===== config.mk =====
export PLATFORM = sky130hd
export DESIGN_NAME = sps_slave_end_flat
export DESIGN_NICKNAME = d
export VERILOG_FILES = /design/src/sps_pkg.sv /design/src/sps_if.sv /design/src/sps_slave_end.sv /design/src/flat_wrapper.sv
export SDC_FILE = /design/constraint.sdc
export NUM_CORES = 1
export LEC_CHECK = 0
export BUFFER_PORTS_ARGS = -buffer_cell sky130_fd_sc_hd__buf_4
export CAP_MARGIN = 25
export CORE_AREA = 2 2 101 103
export DETAILED_ROUTE_END_ITERATION = 16
export DIE_AREA = 0 0 103 105
export SETUP_SLACK_MARGIN = 0.15
export SYNTH_ARGS = -nofsm -noshare
export SYNTH_HDL_FRONTEND = slang
export SYNTH_SLANG_ARGS = --single-unit

===== constraint.sdc =====
create_clock -name I_CLK_SYS -period 6.6 [get_ports I_CLK_SYS]
set_input_delay 1.32 -clock I_CLK_SYS [delete_from_list [all_inputs] [get_ports I_CLK_SYS]]
set_output_delay 1.32 -clock I_CLK_SYS [all_outputs]
set_load 0.005 [all_outputs]

===== src/sps_pkg.sv =====
/*
 Shared constants for the serial port slave and its master end.
 Assumes a 40 MHz system clock on both ends.
*/
package sps_pkg;
   // Control register field positions
   localparam int CTL_DONE = 7;
   localparam int CTL_WRITE_COLLISION_FLAG = 6;
   localparam int CTL_MODE_FAULT_FLAG = 5;
   localparam int CTL_OVR = 4;
   localparam int CTL_SEL_HI = 3;
   localparam int CTL_SEL_LO = 2;
   localparam int CTL_MST_EN = 1;
   localparam int CTL_PORT_EN = 0;
   // Values after reset: four-wire slave, port off
   localparam logic [7:0] CTL_RESET = 8'h04;
   localparam logic [7:0] DATA_RESET = 8'h00;
   // Bits per transfer and the counter value at the end of one
   localparam int BYTE_BITS = 8;
   localparam logic [3:0] CNT_LAST = 4'h7;
   localparam logic [3:0] CNT_FULL = 4'h8;
   // Timing
   localparam int SYS_CLK_NS = 25;
   localparam int SS_LEAD_MIN_CLKS = 2;
   localparam int SCK_HALF_NS = 300;
   localparam int SCK_HALF_CYC = (SCK_HALF_NS + SYS_CLK_NS - 1) / SYS_CLK_NS;
   localparam int SS_LEAD_CYC = SCK_HALF_CYC + SS_LEAD_MIN_CLKS;
   localparam int HALF_EDGES = 2 * BYTE_BITS;
   localparam int TX_FIFO_DEPTH = 32;
   // Master end sequence
   typedef enum logic [2:0] {
      SPS_IDLE,
      SPS_LEAD,
      SPS_RUN,
      SPS_TAIL,
      SPS_REST
   } sps_hstate_t;
endpackage : sps_pkg


===== src/sps_if.sv =====
/*
 Serial link between the master end and the slave end.
 The bench resolves the wire from miso and miso_oe.
*/
`timescale 1ns/1ps
`default_nettype none
interface sps_if;
   logic sck;
   logic slave_select_n;
   logic mosi;
   logic miso;
   logic miso_oe;
   // Slave side of the link
   modport dev (
      input sck,
      input slave_select_n,
      input mosi,
      output miso,
      output miso_oe
   );
   // Master side of the link
   modport mst (
      output sck,
      output slave_select_n,
      output mosi,
      input miso,
      input miso_oe
   );
endinterface : sps_if
`default_nettype wire


===== src/sps_slave_end.sv =====
/*
 Slave end of the serial link with control and data ports for the core.
 Assumes link pins are asynchronous to I_CLK_SYS and far slower than it.
*/
// Overview of operation
// - Shift register frozen after first clock edge
// - Late data write waits in latch
// - Select bits 0,1 give four-wire default
// - Four-wire select comes from digital input
// - Select low enables, high disables port
// - Select falling edge clears bit counter
// - Master lowers select two clocks early
// - Select bits 0,0 give three-wire, no select
// - Three-wire bus holds no other slave
// - Three-wire counter cleared only by re-enable
// - Any set flag raises interrupt when enabled
// - Flags cleared only by software
// - Byte done flag after every byte
// - Write while buffer full: collision, dropped
// - Multimaster select low sets mode fault; here only for a master with select bits 0,0
// - Mode fault clears master and port enable
// - Unread buffer at byte end sets overrun
// - Overrun keeps old byte, drops new
// - Polarity bit inverts serial clock
`timescale 1ns/1ps
`default_nettype none
module sps_slave_end (
   input wire logic I_CLK_SYS,
   input wire logic I_RESET,
   input wire logic I_CTL_WR,
   input wire logic [7:0] I_CTL_WDATA,
   input wire logic I_DATA_WR,
   input wire logic [7:0] I_DATA_WDATA,
   input wire logic I_DATA_RD,
   input wire logic I_CLOCK_POLARITY,
   input wire logic I_CLOCK_PHASE,
   input wire logic I_INT_ENABLE,
   output logic [7:0] O_CTL,
   output logic [7:0] O_RX_DATA,
   output logic O_RX_FULL,
   output logic O_TX_PENDING,
   output logic O_IRQ,
   sps_if.dev spi
);
   // Pin synchronisers and their filtered levels
   logic [2:0] sck_s, ss_s, mosi_s;
   logic sck_f, ss_f, mosi_f;
   logic next_sck_f, next_ss_f, next_mosi_f;
   // Port state
   logic [7:0] ctl, next_ctl;
   logic [7:0] sh, next_sh;
   logic [7:0] latch, next_latch;
   logic latch_full, next_latch_full;
   logic started, next_started;
   logic [3:0] cnt, next_cnt;
   logic [7:0] rx_buf, next_rx_buf;
   logic rx_full, next_rx_full;
   logic tx_bit, next_tx_bit;
   logic oe, next_oe;
   logic irq, next_irq;
   // Decoded conditions
   logic port_en, master, three_wire, four_wire, active;
   logic lead, trail, sample, launch, done, ss_fall;

   // Mode decode, edge finding and all next values
   always_comb begin
      next_sck_f = (sck_s[1] == sck_s[2]) ? sck_s[2] : sck_f;
      next_ss_f = (ss_s[1] == ss_s[2]) ? ss_s[2] : ss_f;
      next_mosi_f = (mosi_s[1] == mosi_s[2]) ? mosi_s[2] : mosi_f;
      next_ctl = ctl;
      next_sh = sh;
      next_latch = latch;
      next_latch_full = latch_full;
      next_started = started;
      next_cnt = cnt;
      next_rx_buf = rx_buf;
      next_rx_full = rx_full;
      next_tx_bit = tx_bit;

      port_en = ctl[sps_pkg::CTL_PORT_EN];
      master = ctl[sps_pkg::CTL_MST_EN];
      three_wire = !ctl[sps_pkg::CTL_SEL_HI] && !ctl[sps_pkg::CTL_SEL_LO];
      four_wire = !ctl[sps_pkg::CTL_SEL_HI] && ctl[sps_pkg::CTL_SEL_LO];
      // Select level is ignored in three-wire mode
      active = port_en && !master && (three_wire || (four_wire && !ss_f));

      // Internal clock is the pin corrected for polarity
      lead = !(sck_f ^ I_CLOCK_POLARITY) && (next_sck_f ^ I_CLOCK_POLARITY);
      trail = (sck_f ^ I_CLOCK_POLARITY) && !(next_sck_f ^ I_CLOCK_POLARITY);
      sample = active && (I_CLOCK_PHASE ? trail : lead);
      launch = active && (I_CLOCK_PHASE ? lead : trail);
      ss_fall = ss_f && !next_ss_f;
      done = I_CLOCK_PHASE ? (sample && cnt == sps_pkg::CNT_LAST)
                           : (launch && cnt == sps_pkg::CNT_FULL);

      // Software clears flags by writing zero; other bits store
      if (I_CTL_WR) begin
         next_ctl[3:0] = I_CTL_WDATA[3:0];
         next_ctl[7:4] = ctl[7:4] & I_CTL_WDATA[7:4];
      end

      // Bit counter restart on select fall or while disabled
      if (four_wire && ss_fall) begin
         next_cnt = '0;
         next_started = 1'b0;
      end
      if (!port_en) begin
         next_cnt = '0;
         next_started = 1'b0;
      end

      // Shift on the sampling edge, drive out on the launching edge
      if (sample) begin
         next_sh = {sh[6:0], mosi_f};
         next_cnt = cnt + 4'h1;
      end
      if (launch && !(!I_CLOCK_PHASE && cnt == sps_pkg::CNT_FULL)) begin
         next_tx_bit = sh[7];
      end
      if (active && (lead || trail)) begin
         next_started = 1'b1;
      end

      // Receive buffer frees on a read by the core
      if (I_DATA_RD) begin
         next_rx_full = 1'b0;
      end

      // Byte end: flag, buffer load or overrun
      if (done) begin
         next_cnt = '0;
         next_started = 1'b0;
         next_ctl[sps_pkg::CTL_DONE] = 1'b1;
         if (next_rx_full) begin
            next_ctl[sps_pkg::CTL_OVR] = 1'b1;
         end else begin
            next_rx_buf = next_sh;
            next_rx_full = 1'b1;
         end
      end

      // Held write moves in once the transfer is over
      if (!started && latch_full) begin
         next_sh = latch;
         next_latch_full = 1'b0;
      end

      // Data write from the core
      if (I_DATA_WR) begin
         if (latch_full) begin
            next_ctl[sps_pkg::CTL_WRITE_COLLISION_FLAG] = 1'b1;
         end else if (started) begin
            next_latch = I_DATA_WDATA;
            next_latch_full = 1'b1;
         end else begin
            next_sh = I_DATA_WDATA;
         end
      end

      // Between transfers the first bit already stands on the pin
      if (!next_started) begin
         next_tx_bit = next_sh[7];
      end

      // Another master pulled select low while this end is master with select bits 0,0
      if (master && three_wire && !ss_f) begin
         next_ctl[sps_pkg::CTL_MODE_FAULT_FLAG] = 1'b1;
         next_ctl[sps_pkg::CTL_MST_EN] = 1'b0;
         next_ctl[sps_pkg::CTL_PORT_EN] = 1'b0;
      end

      next_oe = active;
      next_irq = I_INT_ENABLE && (|next_ctl[7:4]);
   end

   // Registers only
   always_ff @(posedge I_CLK_SYS) begin
      if (I_RESET) begin
         sck_s <= '0;
         ss_s <= 3'h7;
         mosi_s <= '0;
         sck_f <= 1'b0;
         ss_f <= 1'b1;
         mosi_f <= 1'b0;
         ctl <= sps_pkg::CTL_RESET;
         sh <= sps_pkg::DATA_RESET;
         latch <= sps_pkg::DATA_RESET;
         latch_full <= 1'b0;
         started <= 1'b0;
         cnt <= '0;
         rx_buf <= sps_pkg::DATA_RESET;
         rx_full <= 1'b0;
         tx_bit <= 1'b0;
         oe <= 1'b0;
         irq <= 1'b0;
      end else begin
         sck_s <= {sck_s[1:0], spi.sck};
         ss_s <= {ss_s[1:0], spi.slave_select_n};
         mosi_s <= {mosi_s[1:0], spi.mosi};
         sck_f <= next_sck_f;
         ss_f <= next_ss_f;
         mosi_f <= next_mosi_f;
         ctl <= next_ctl;
         sh <= next_sh;
         latch <= next_latch;
         latch_full <= next_latch_full;
         started <= next_started;
         cnt <= next_cnt;
         rx_buf <= next_rx_buf;
         rx_full <= next_rx_full;
         tx_bit <= next_tx_bit;
         oe <= next_oe;
         irq <= next_irq;
      end
   end

   // Outputs straight from registers
   assign O_CTL = ctl;
   assign O_RX_DATA = rx_buf;
   assign O_RX_FULL = rx_full;
   assign O_TX_PENDING = latch_full;
   assign O_IRQ = irq;
   assign spi.miso = tx_bit;
   assign spi.miso_oe = oe;
endmodule : sps_slave_end
`default_nettype wire


===== src/flat_wrapper.sv =====
// flat-port wrapper written by rule: the top's interface ports become plain ports
module sps_slave_end_flat 
  (I_CLK_SYS, I_RESET, I_CTL_WR, I_CTL_WDATA, I_DATA_WR, I_DATA_WDATA, I_DATA_RD, I_CLOCK_POLARITY, I_CLOCK_PHASE, I_INT_ENABLE, O_CTL, O_RX_DATA, O_RX_FULL, O_TX_PENDING, O_IRQ, spi_sck, spi_slave_select_n, spi_mosi, spi_miso, spi_miso_oe);
  sps_if spi_i ();
  input wire logic I_CLK_SYS;
  input wire logic I_RESET;
  input wire logic I_CTL_WR;
  input wire logic [7:0] I_CTL_WDATA;
  input wire logic I_DATA_WR;
  input wire logic [7:0] I_DATA_WDATA;
  input wire logic I_DATA_RD;
  input wire logic I_CLOCK_POLARITY;
  input wire logic I_CLOCK_PHASE;
  input wire logic I_INT_ENABLE;
  output logic [7:0] O_CTL;
  output logic [7:0] O_RX_DATA;
  output logic O_RX_FULL;
  output logic O_TX_PENDING;
  output logic O_IRQ;
  input wire logic [$bits(spi_i.sck)-1:0] spi_sck;
  input wire logic [$bits(spi_i.slave_select_n)-1:0] spi_slave_select_n;
  input wire logic [$bits(spi_i.mosi)-1:0] spi_mosi;
  output wire logic [$bits(spi_i.miso)-1:0] spi_miso;
  output wire logic [$bits(spi_i.miso_oe)-1:0] spi_miso_oe;
  assign spi_i.sck = spi_sck;
  assign spi_i.slave_select_n = spi_slave_select_n;
  assign spi_i.mosi = spi_mosi;
  assign spi_miso = spi_i.miso;
  assign spi_miso_oe = spi_i.miso_oe;
  sps_slave_end u_core (.I_CLK_SYS(I_CLK_SYS), .I_RESET(I_RESET), .I_CTL_WR(I_CTL_WR), .I_CTL_WDATA(I_CTL_WDATA), .I_DATA_WR(I_DATA_WR), .I_DATA_WDATA(I_DATA_WDATA), .I_DATA_RD(I_DATA_RD), .I_CLOCK_POLARITY(I_CLOCK_POLARITY), .I_CLOCK_PHASE(I_CLOCK_PHASE), .I_INT_ENABLE(I_INT_ENABLE), .O_CTL(O_CTL), .O_RX_DATA(O_RX_DATA), .O_RX_FULL(O_RX_FULL), .O_TX_PENDING(O_TX_PENDING), .O_IRQ(O_IRQ), .spi(spi_i));
endmodule

Word-level counts from Yosys, hierarchy flattened. Cells that the tools add are included.

Logic and storage cells: 101. Register bits: 54. Input port bits: 27. Output and inout port bits: 21.

Bitwise logic cells: 5. Eq/ne operators: 7. Reductions and logical operators: 37. $add $sub $neg: 1. Mux-type cells: 32.

Operator list (number): two-way mux 8 bit (6); two-way mux 1 bit (23); logical AND 1 bit (20); two-way mux 4 bit (3); zero test 1 bit (10); adder 4 x 1 -> 4 bit (second input constant) (1); bitwise AND 4 bit (1); equality test 4 x 3 -> 1 bit (second input constant) (1); equality test 4 bit (second input constant) (1); OR reduction 2 bit (2); OR reduction 4 bit (1); equality test 1 bit (3); != test 3 bit (second input constant) (1); AND reduction 3 bit (1); logical OR 1 bit (2); != test 2 bit (second input constant) (1); NOT 1 bit (2); AND reduction 2 bit (1); XOR 1 bit (2).

Depth between registers and ports, before layout. Gate-level depths: netlist of run 1.

Depth in word-level cells: 13. Gate-level depth with buffers: 10. Gate-level depth less buffers: 9.

Worst setup path before layout of run 1. OpenSTA, ideal clock, no wires.

Path kind: input -> register. Start point: input port I_CLOCK_POLARITY. End point: register u_core.tx_bit, in the netlist u_core.spi.miso. Path slack: 3.677 ns. Arrival: 2.806 ns. Setup time: 0.117 ns. Buffers on the path: 0. Stages: 8. Path through: xnor2_1 -> inv_1 -> ha_1 -> mux2_1 -> nand3_2 -> mux2_4 -> a21o_1 -> o22a_1.

Longest elaborated chain between the ends: 11.

RTL lines: start: declaration (RTL line flat_wrapper.sv:12) `input wire logic I_CLOCK_POLARITY;`; XOR 1 bit (RTL line sps_slave_end.sv:88, sps_slave_end.sv:89); zero test 1 bit (on tied branches) (RTL line sps_slave_end.sv:88, sps_slave_end.sv:89); logical AND 1 bit (on tied branches) (RTL line sps_slave_end.sv:88, sps_slave_end.sv:89); two-way mux 1 bit (RTL line sps_slave_end.sv:90) `sample = active && (I_CLOCK_PHASE ? trail : lead);`; logical AND 1 bit (RTL line sps_slave_end.sv:90); two-way mux 8 bit (RTL line sps_slave_end.sv:113) `if (sample) begin`; two-way mux 8 bit (RTL line sps_slave_end.sv:143) `if (!started && latch_full) begin`; two-way mux 8 bit (RTL line sps_slave_end.sv:152) `end else if (started) begin`; two-way mux 8 bit (RTL line sps_slave_end.sv:150) `if (latch_full) begin`; two-way mux 8 bit (RTL line sps_slave_end.sv:149) `if (I_DATA_WR) begin`; two-way mux 1 bit (RTL line sps_slave_end.sv:161) `if (!next_started) begin`; end signal: assignment (RTL line sps_slave_end.sv:211) `tx_bit <= next_tx_bit;`; end: declaration (RTL line sps_slave_end.sv:58) `logic tx_bit, next_tx_bit;`.

Several ways; a longest one is shown, not always the timed one. A chain may end at the register's enable or synchronous reset.

Worst setup path in the final report of run 1. Same ends and word-level chain as after synthesis.

==> results.yml, run 1 <==
clock_network:
  clk_path_buf_depth: 2
  cts_root_buffer: "clkbuf_8"
  numCtsBuffers: 5
  cts_tree: "yes"
  post_cts_resize_count: 0
  cts.clk_slew.worst_paths_ns: 0.11
  ctsHoldBuffers: 0
  clk_latency_ns: 0.32
  htree_levels: 2
  cts_setup_buffers: 0
  numClockSinks: 54
critical_path:
  endpoint_kind: "flop"
  critPathBufInv: 2
  startpoint_type: "input port"
  worstPathCellList: "buf_4 -> xnor2_1 -> inv_1 -> ha_1 -> mux2_1 -> nand3_2 -> mux2_4 -> a21o_1 -> o22a_1"
  worstPathMaxFanout: 14
  cp_top_family: "multiplexers"
  reg2reg_slack_ns: 4.04
  crit_type: "input port to flop"
  max_stage_delay_ns: 0.34
  r2r-end: "u_core.spi.miso"
  cp.arrival_ns: 3.22
  ff2ff_path_depth: 9
  cp_slowest_cell: "mux2_4"
  required_ns: 6.82
  reg2reg_from: "u_core.sck_f"
finish:
  seq_area_mm2: 0.00108
  final_cell_mix: "dfxtp_1 (54), buf_4 (47), nor2_1 (38)"
  fin_nets: 332
  fill_cells: 1044
  syn2layout_area_growth_pct: 23.6
  layout_commonest_cell: "dfxtp_1"
  final_layout_size_suffix_gt1_share_pct: 22.5
  n_antenna_cell: 0
  multiInputGateArea_mm2: 0.00119
sta:
  finalSetupViolations: 0
  clock.fmax_mhz: 334
  rsz0062_at_grt: "false"
  drv_slew: 0
  worst_pin_slew_ns: 0.694
  relSlewSlack_pct: 53.1
  skew_ns: 0.0163
  period_needed_ns: 3.00
  finalCritPeriodShare_pct: 45.4
  finalHoldViolations: 0
  finalSetupTns_ns: 0
  finalWorstSetupSlack_ns: 3.60
synthesis:
  ys_top_cells_by_area: "dfxtp_1 (46%), mux2i_1 (8.0%), nor2_1 (6.0%), nand2_1 (5.4%), a221oi_1 (3.0%)"
  yosys.area_share.adder_pct: 2.53
  synth_xor_area_share_pct: 0.738
  synth_edf_count: 0
  synth_seq_cells: 54
  synth_area_leader_cell: "dfxtp_1"
  async_flop_share_pct: 0
  synth_nets: 292
  ys.flop_type: "dfxtp_1"
  avgSynthCellArea_um2: 9.10
  synth_top_family_by_area: "simple AND/OR/NAND/NOR gates"
  synth_simple_gate_area_share_pct: 21.9
  synth_top_area_share_pct: 45.5
  yosysWarnings: 0
  synth_mux_area_share_pct: 9.59
  netlist_area_mm2: 0.00237
  synth_cell_types: 47
  synthCells: 261
  yosysSeqAreaShare_pct: 45.5
  synth_compound_area_share_pct: 15.3
placed_design:
  place.gp.congestion: 0.731
  port_buffers: 47
  hpwl_mm: 3.79
  pre_cts_slack_ns: 3.27
floorplanning:
  core-area_mm2: 0.00964
  ios: 48
  dieArea_mm2: 0.0108
  die_w_um: 103
  fp.dieH_um: 105
  row_count: 36
  start_util_pct: 24.6
hold_path:
  holdPathEnd: "u_core.ss_s[1]"
  hp-start: "u_core.ss_s[0]"
  min-delay-path-class: "flop to flop"
  holdPathStages: 1
grt:
  grt_use_total_pct: 9.87
  overflow: 0
  grt_pass1_wl_mm: 8.61
  grt_max_degree: 51
  grt_pass1_vias: 1823
  antenna_found_initial: 0
drt:
  firstDrtPassIters: 4
  drc: 0
  drt_first_iter_violations: 108
  drtAntennaViolNets: 0
  wl_per_cell_um: 11.8
  routed_wl_mm: 5.11
  via_count: 1877
  routed_via_density: 4.31
status:
  status: "finished, final reports clean"
flow_run:
  cap_violations: 0
power_and_ir_drop:
  leakage_nw: 1.31
  fin_total_pwr_w: 0.000627
  power.density_mw_per_mm2: 214
  ir_worst_vdd_mv: 0.0754
-- synth_stat cells (2+ instances only) --
cell and n:
a211oi_1 5, a211oi_2 3, a21oi_1 10, a221oi_1 8
a22oi_1 2, buf_1 3, clkbuf_1 8, dfxtp_1 54
ha_1 4, inv_1 6, mux2i_1 19, nand2_1 34
nand2b_1 7, nand3_1 3, nand3b_1 3, nor2_1 38
nor2b_1 11, nor3_1 3, o21ai_0 10, or2_2 3
-- per-stage QoR --
step                util (%)  hold WS [ns]  cell area (um^2)  std cells
CTS                     30.5         0.421              2940        435
floorplan                  -         0.389              2370        261
global placement        29.2         0.397              2810        427
detailed placement      29.2         0.395              2810        427
global route            30.5         0.438              2940        435
finish                  30.5         0.418              2940        435
-- how the worst max path moves through the flow --
stage | cells past startpoint | startpoint | end | slack [ns]
6_report | 9 | I_CLOCK_POLARITY | u_core.spi.miso | 3.60
5_1_grt | 9 | I_CLOCK_POLARITY | u_core.spi.miso | 3.47
4_1_cts | 9 | I_CLOCK_POLARITY | u_core.spi.miso | 3.61
3_5_place_dp | 9 | I_CLOCK_POLARITY | u_core.spi.miso | 3.27
3_3_place_gp | 9 | I_CLOCK_POLARITY | u_core.spi.miso | 3.31
2_1_floorplan | 8 | I_CLOCK_POLARITY | u_core.spi.miso | 3.68
-- kinds of logic (layout without fill, tap and decap cells) --
family | Yosys count | in the layout
adder cells (fa/ha/maj) | 5 | 5
XOR/XNOR | 2 | 2
AND/OR/NAND/NOR | 109 | 109
AO/OA/AOI/OAI | 48 | 48
multiplexers | 22 | 22
flip-flops | 54 | 54
buffers and inverters | 21 | 62
-- layer usage --
metal | wire length [um] | vias up | GRT usage (%) | part of all wire, %
met3 | 263 | 5 | 3.75 | 5.1
met2 | 2370 | 28 | 15.0 | 46
met5 | 0 | - | 0 | 0
met1 | 2420 | 863 | 12.9 | 47
li1 | - | 981 | - | -
met4 | 58 | 0 | 3.10 | 1.1
-- registers in the layout (all words and copies together), names as in the netlist, 3 cells and up --
register	count
u_core.cnt	4
u_core.sh	8
u_core.mosi_s	3
u_core.O_RX_DATA	8
u_core.sck_s	3
u_core.latch	8
u_core.ss_s	3
u_core.O_CTL	8
-- power by group --
| part | switching [W] | internal, W |
|---|---|---|
| registers | 0.00000575 | 0.000333 |
| clock network | 0.000111 | 0.000125 |
| logic | 0.0000250 | 0.0000269 |
| total | 0.000142 | 0.000485 |
-- layout make-up --
cell class | instances | area share (%)
Clock buffer | 6 | 2.81
Sequential cell | 54 | 36.8
Inverter | 7 | 0.895
Timing Repair Buffer | 47 | 12.0
Multi-Input combinational cell | 186 | 40.5
Clock inverter | 2 | 1.32
Tap cell | 133 | 5.67
Note: power is estimated with default switching activity, not from simulation.
==> run 2: changes to the inputs <==
==> constraint.sdc (replaced) <==
create_clock -name I_CLK_SYS -period 3.1 [get_ports I_CLK_SYS]
set_input_delay 0.62 -clock I_CLK_SYS [delete_from_list [all_inputs] [get_ports I_CLK_SYS]]
set_output_delay 0.62 -clock I_CLK_SYS [all_outputs]
set_load 0.005 [all_outputs]
==> run 2 against run 1 <==
Against the previous run: critical endpoint is now u_core.sh[0]; die area unchanged; critical path type is now flop to flop; combinational power increased by 110%; wire length increased by 1.5%; setup slack got worse by 2.9 ns; critical path depth unchanged; non-clock buffer count increased by 4; cell count increased by 0.92%; utilization increased by 0.14 points; sequential share of layout area decreased by 0.17 points.
==> results.yml, run 2 (synthesis gave the netlist of run 1 again) <==
sta:
  finalHoldViolations: 0
  relSlewSlack_pct: 61.5
  clock.fmax_mhz: 417
  rsz0062_at_grt: "false"
  finalSetupTns_ns: 0
  skew_ns: 0.00867
  worst_pin_slew_ns: 0.574
  finalSetupViolations: 0
  fin_hold_ws_ns: 0.421
  finalWorstSetupSlack_ns: 0.703
  drv_slew: 0
  finalCritPeriodShare_pct: 77.3
  period_needed_ns: 2.40
power_and_ir_drop:
  leakage_nw: 1.32
  ir_worst_vdd_mv: 0.227
  fin_total_pwr_w: 0.00126
  power.density_mw_per_mm2: 428
finish:
  n_antenna_cell: 0
  fill_cells: 1043
  fin_util_pct: 30.6
  layout_commonest_cell: "dfxtp_1"
  final_cell_mix: "dfxtp_1 (54), buf_4 (51), nor2_1 (38)"
  fin_nets: 336
  syn2layout_area_growth_pct: 24.2
  final_layout_size_suffix_gt1_share_pct: 23.5
floorplanning:
  row_count: 36
  dieArea_mm2: 0.0108
  die_w_um: 103
  start_util_pct: 24.6
  ios: 48
  fp.dieH_um: 105
  core-area_mm2: 0.00964
clock_network:
  numClockSinks: 54
  cts_setup_buffers: 0
  cts_root_buffer: "clkbuf_8"
  numCtsBuffers: 5
  clk_path_buf_depth: 2
  ctsHoldBuffers: 0
  htree_levels: 2
  clk_latency_ns: 0.30
  cts_tree: "yes"
  post_cts_resize_count: 0
  cts.clk_slew.worst_paths_ns: 0.10
drt:
  drt_first_iter_violations: 111
  drtAntennaViolNets: 0
  drc: 0
  routed_via_density: 4.30
  via_count: 1887
  routed_wl_mm: 5.19
  wl_per_cell_um: 11.8
  firstDrtPassIters: 6
critical_path:
  startpoint_type: "flop"
  worstPathMaxFanout: 12
  required_ns: 3.26
  cp.arrival_ns: 2.55
  endpoint_kind: "flop"
  crit_type: "flop to flop"
placed_design:
  place.gp.congestion: 0.759
  pre_cts_slack_ns: 0.604
  hpwl_mm: 3.84
  port_buffers: 47
grt:
  grt_pass1_vias: 1735
  grt_max_degree: 51
  grt_pass1_wl_mm: 8.29
  antenna_found_initial: 0
  grt_use_total_pct: 9.61
  overflow: 0
hold_path:
  min-delay-path-class: "flop to flop"
flow_run:
  cap_violations: 0
status:
  status: "finished, final reports clean"
## run 2: changes by cell type in the layout (fill, tap and decap cells not counted)
cell / delta
buf_4: +4
bufinv_16: -1
clkbuf_8: +1
clkinv_4: +1
inv_6: -1
## run 2: worst paths after layout
path	from	endpoint	slack (ns)	cells past startpoint
worst max-delay path	u_core.sck_f	u_core.sh[0]	0.70	9
worst min-delay path	u_core.ss_s[0]	u_core.ss_s[1]	0.42	1
worst max register to register	u_core.sck_f	u_core.sh[0]	0.70	9
worst min register to register	u_core.ss_s[0]	u_core.ss_s[1]	0.42	1
## run 2: layout make-up
cell class	count	area (um^2)	area share [%]
tap	133	166	5.64
multi-input combinational	186	1190	40.3
timing repair buffer	51	383	13.0
sequential	54	1080	36.7
clock inverter	1	8.76	0.297
inverter	7	26.3	0.891
clock buffer	7	96.3	3.27
## run 2: metrics by stage
step / cell area [um^2] / std cells
2_1_floorplan: 2370 / 261
3_3_place_gp: 2840 / 431
3_5_place_dp: 2840 / 431
4_1_cts: 2950 / 439
5_1_grt: 2950 / 439
6_report: 2950 / 439
## run 2: power breakdown
group          switching (W)  internal, W
clock network       0.000223     0.000205
logic              0.0000535    0.0000574
registers          0.0000127     0.000710
total               0.000289     0.000972
## run 2: worst max-delay path: stages (launching register included)
cell	delay [ns]
dfxtp_1	0.34
maj3_1	0.37
xor2_1	0.19
inv_1	0.07
ha_1	0.21
mux2_1	0.32
nand3_2	0.10
buf_4	0.21
mux2i_1	0.33
a221oi_1	0.11
## run 2: metal layers
layer | global-route usage, % | wire, um | vias to the layer above
met5 | 0 | 0 | -
met4 | 3.48 | 59 | 0
met3 | 3.14 | 294 | 4
met2 | 14.4 | 2380 | 43
met1 | 12.8 | 2460 | 856
li1 | - | - | 984
==> run 3: changes to the inputs <==
==> constraint.sdc (replaced) <==
create_clock -name I_CLK_SYS -period 2.1 [get_ports I_CLK_SYS]
set_input_delay 0.42 -clock I_CLK_SYS [delete_from_list [all_inputs] [get_ports I_CLK_SYS]]
set_output_delay 0.42 -clock I_CLK_SYS [all_outputs]
set_load 0.005 [all_outputs]
==> run 3 against run 2 <==
Against the previous run: the flow now finishes with violations (setup timing); utilization grew 2.6 points; critical path type unchanged; sequential share of layout area down 2.9 points; worst hold slack worse by 0.12 ns; clock power up 33%; total power up 45%; critical path depth stayed put; first-iteration DRC count decreased by 9.9%; count of clock-buffer cells in the layout decreased by 1; largest cell class unchanged; sequential power up 48%.
==> results.yml, run 3 (synthesis gave the netlist of run 1 again) <==
status:
  violations: "setup timing"
  status: "finished with violations"
critical_path:
  crit_top_cell: "mux2_4"
  crit_type: "flop to flop"
  reg2reg_from: "u_core.sck_s[1]"
  worstPathMaxFanout: 2
  reg2reg_slack_ns: -0.06
  worstPathCellList: "maj3_2 -> xor2_2 -> inv_1 -> ha_2 -> mux2_4 -> nand3_4 -> mux2_4 -> a21o_1 -> o22a_1"
  cp_slowest_cell: "dfxtp_2"
  required_ns: 2.31
  startpoint_type: "flop"
  crit_start: "u_core.sck_s[1]"
  endpoint_kind: "flop"
  cp.arrival_ns: 2.36
  max_stage_delay_ns: 0.33
sta:
  worst_pin_slew_ns: 0.759
  fin_hold_ws_ns: 0.300
  finalCritPeriodShare_pct: 103
  skew_ns: 0.0103
  finalHoldViolations: 0
  rsz0062_at_grt: "true"
  relSlewSlack_pct: 48.7
  finalWorstSetupSlack_ns: -0.0567
  drv_slew: 0
  finalSetupTns_ns: -0.125
  finalSetupViolations: 5
  clock.fmax_mhz: 464
  period_needed_ns: 2.16
finish:
  fin_nets: 345
  final_layout_size_suffix_gt1_share_pct: 31.7
  layout_commonest_cell: "buf_4"
  final_cell_mix: "buf_4 (57), dfxtp_1 (53), nor2_1 (37)"
  finish.instance_area_mm2: 0.00320
  fill_cells: 1018
  n_antenna_cell: 0
  fin_util_pct: 33.2
  syn2layout_area_growth_pct: 34.8
clock_network:
  cts_tree: "yes"
  htree_levels: 2
  numClockSinks: 54
  cts_root_buffer: "clkbuf_8"
  cts.clk_slew.worst_paths_ns: 0.10
  numCtsBuffers: 5
  clk_latency_ns: 0.31
  clk_path_buf_depth: 2
  ctsHoldBuffers: 0
hold_path:
  hp-start: "spi_slave_select_n"
  min-delay-path-class: "input port to flop"
floorplanning:
  dieArea_mm2: 0.0108
  fp.dieH_um: 105
  core-area_mm2: 0.00964
  start_util_pct: 24.6
  die_w_um: 103
  ios: 48
  row_count: 36
placed_design:
  place_area_mm2: 0.00294
  port_buffers: 47
  pre_cts_slack_ns: -0.0941
  hpwl_mm: 3.93
  place.gp.congestion: 0.739
drt:
  drtAntennaViolNets: 0
  via_count: 1917
  routed_via_density: 4.28
  routed_wl_mm: 5.35
  firstDrtPassIters: 4
  drc: 0
  wl_per_cell_um: 11.9
  drt_first_iter_violations: 100
power_and_ir_drop:
  leakage_nw: 1.36
  power.density_mw_per_mm2: 571
  ir_worst_vdd_mv: 0.237
grt:
  antenna_found_initial: 0
  overflow: 0
  grt_use_total_pct: 10.4
  grt_max_degree: 51
  grt_pass1_vias: 1905
  grt_pass1_wl_mm: 9.02
flow_run:
  cap_violations: 0
run 3: through the flow:
stage	cells	total power [W]
2_1_floorplan	261	0.00119
5_1_grt	448	0.00192
4_1_cts	447	0.00185
3_3_place_gp	437	0.00126
3_5_place_dp	437	0.00126
6_report	448	0.00183
run 3: timing repair:
item / 4_1_cts / 5_1_grt
setup buffers: 2 / 1
endpoints found under the setup margin: 23 / 23
pin swaps: 3 / 0
resized for setup: 22 / 6
run 3: worst max-delay path: cells and delay by family (launching register included):
| family | cells | cell delay, ns |
|---|---|---|
| AOI/OAI and AO/OA | 2 | 0.31 |
| xor gates and xnor gates | 1 | 0.15 |
| adders and majority gates | 2 | 0.51 |
| buffers and inverters | 1 | 0.06 |
| DFF | 1 | 0.33 |
| muxes | 2 | 0.58 |
| and+or+nand+nor | 1 | 0.10 |
run 3: worst paths after layout:
| path | end | depth (start not counted) |
|---|---|---|
| worst min-delay path | u_core.ss_s[0] | 2 |
| worst min register to register | u_core.ss_s[1] | 1 |
| worst max-delay path | u_core.spi.miso | 9 |
| worst max register to register | u_core.spi.miso | 9 |
run 3: report_power, final:
| group | switching [W] | internal, W |
|---|---|---|
| clock | 0.000332 | 0.000236 |
| combinational | 0.0000864 | 0.000100 |
| sequential | 0.0000271 | 0.00105 |
| total | 0.000446 | 0.00138 |
run 3: layout make-up:
type	count	area, um^2	share of cell area (%)
multi-input cells	186	1360	42.5
flip-flops and latches	54	1080	33.8
repair buffers	60	479	15.0
well taps	133	166	5.20
clock buffers	6	72.6	2.27
inverters	7	26.3	0.821
clock inverters	2	13.8	0.430
run 3: per-layer routing:
layer | share of wire (%) | vias up | global-route usage, % | wire, um
met5 | 0 | - | 0 | 0
met4 | 1.3 | 0 | 3.67 | 68
met3 | 4.9 | 5 | 2.81 | 260
met2 | 48 | 34 | 16.2 | 2560
met1 | 46 | 873 | 13.6 | 2460
li1 | - | 1005 | - | -
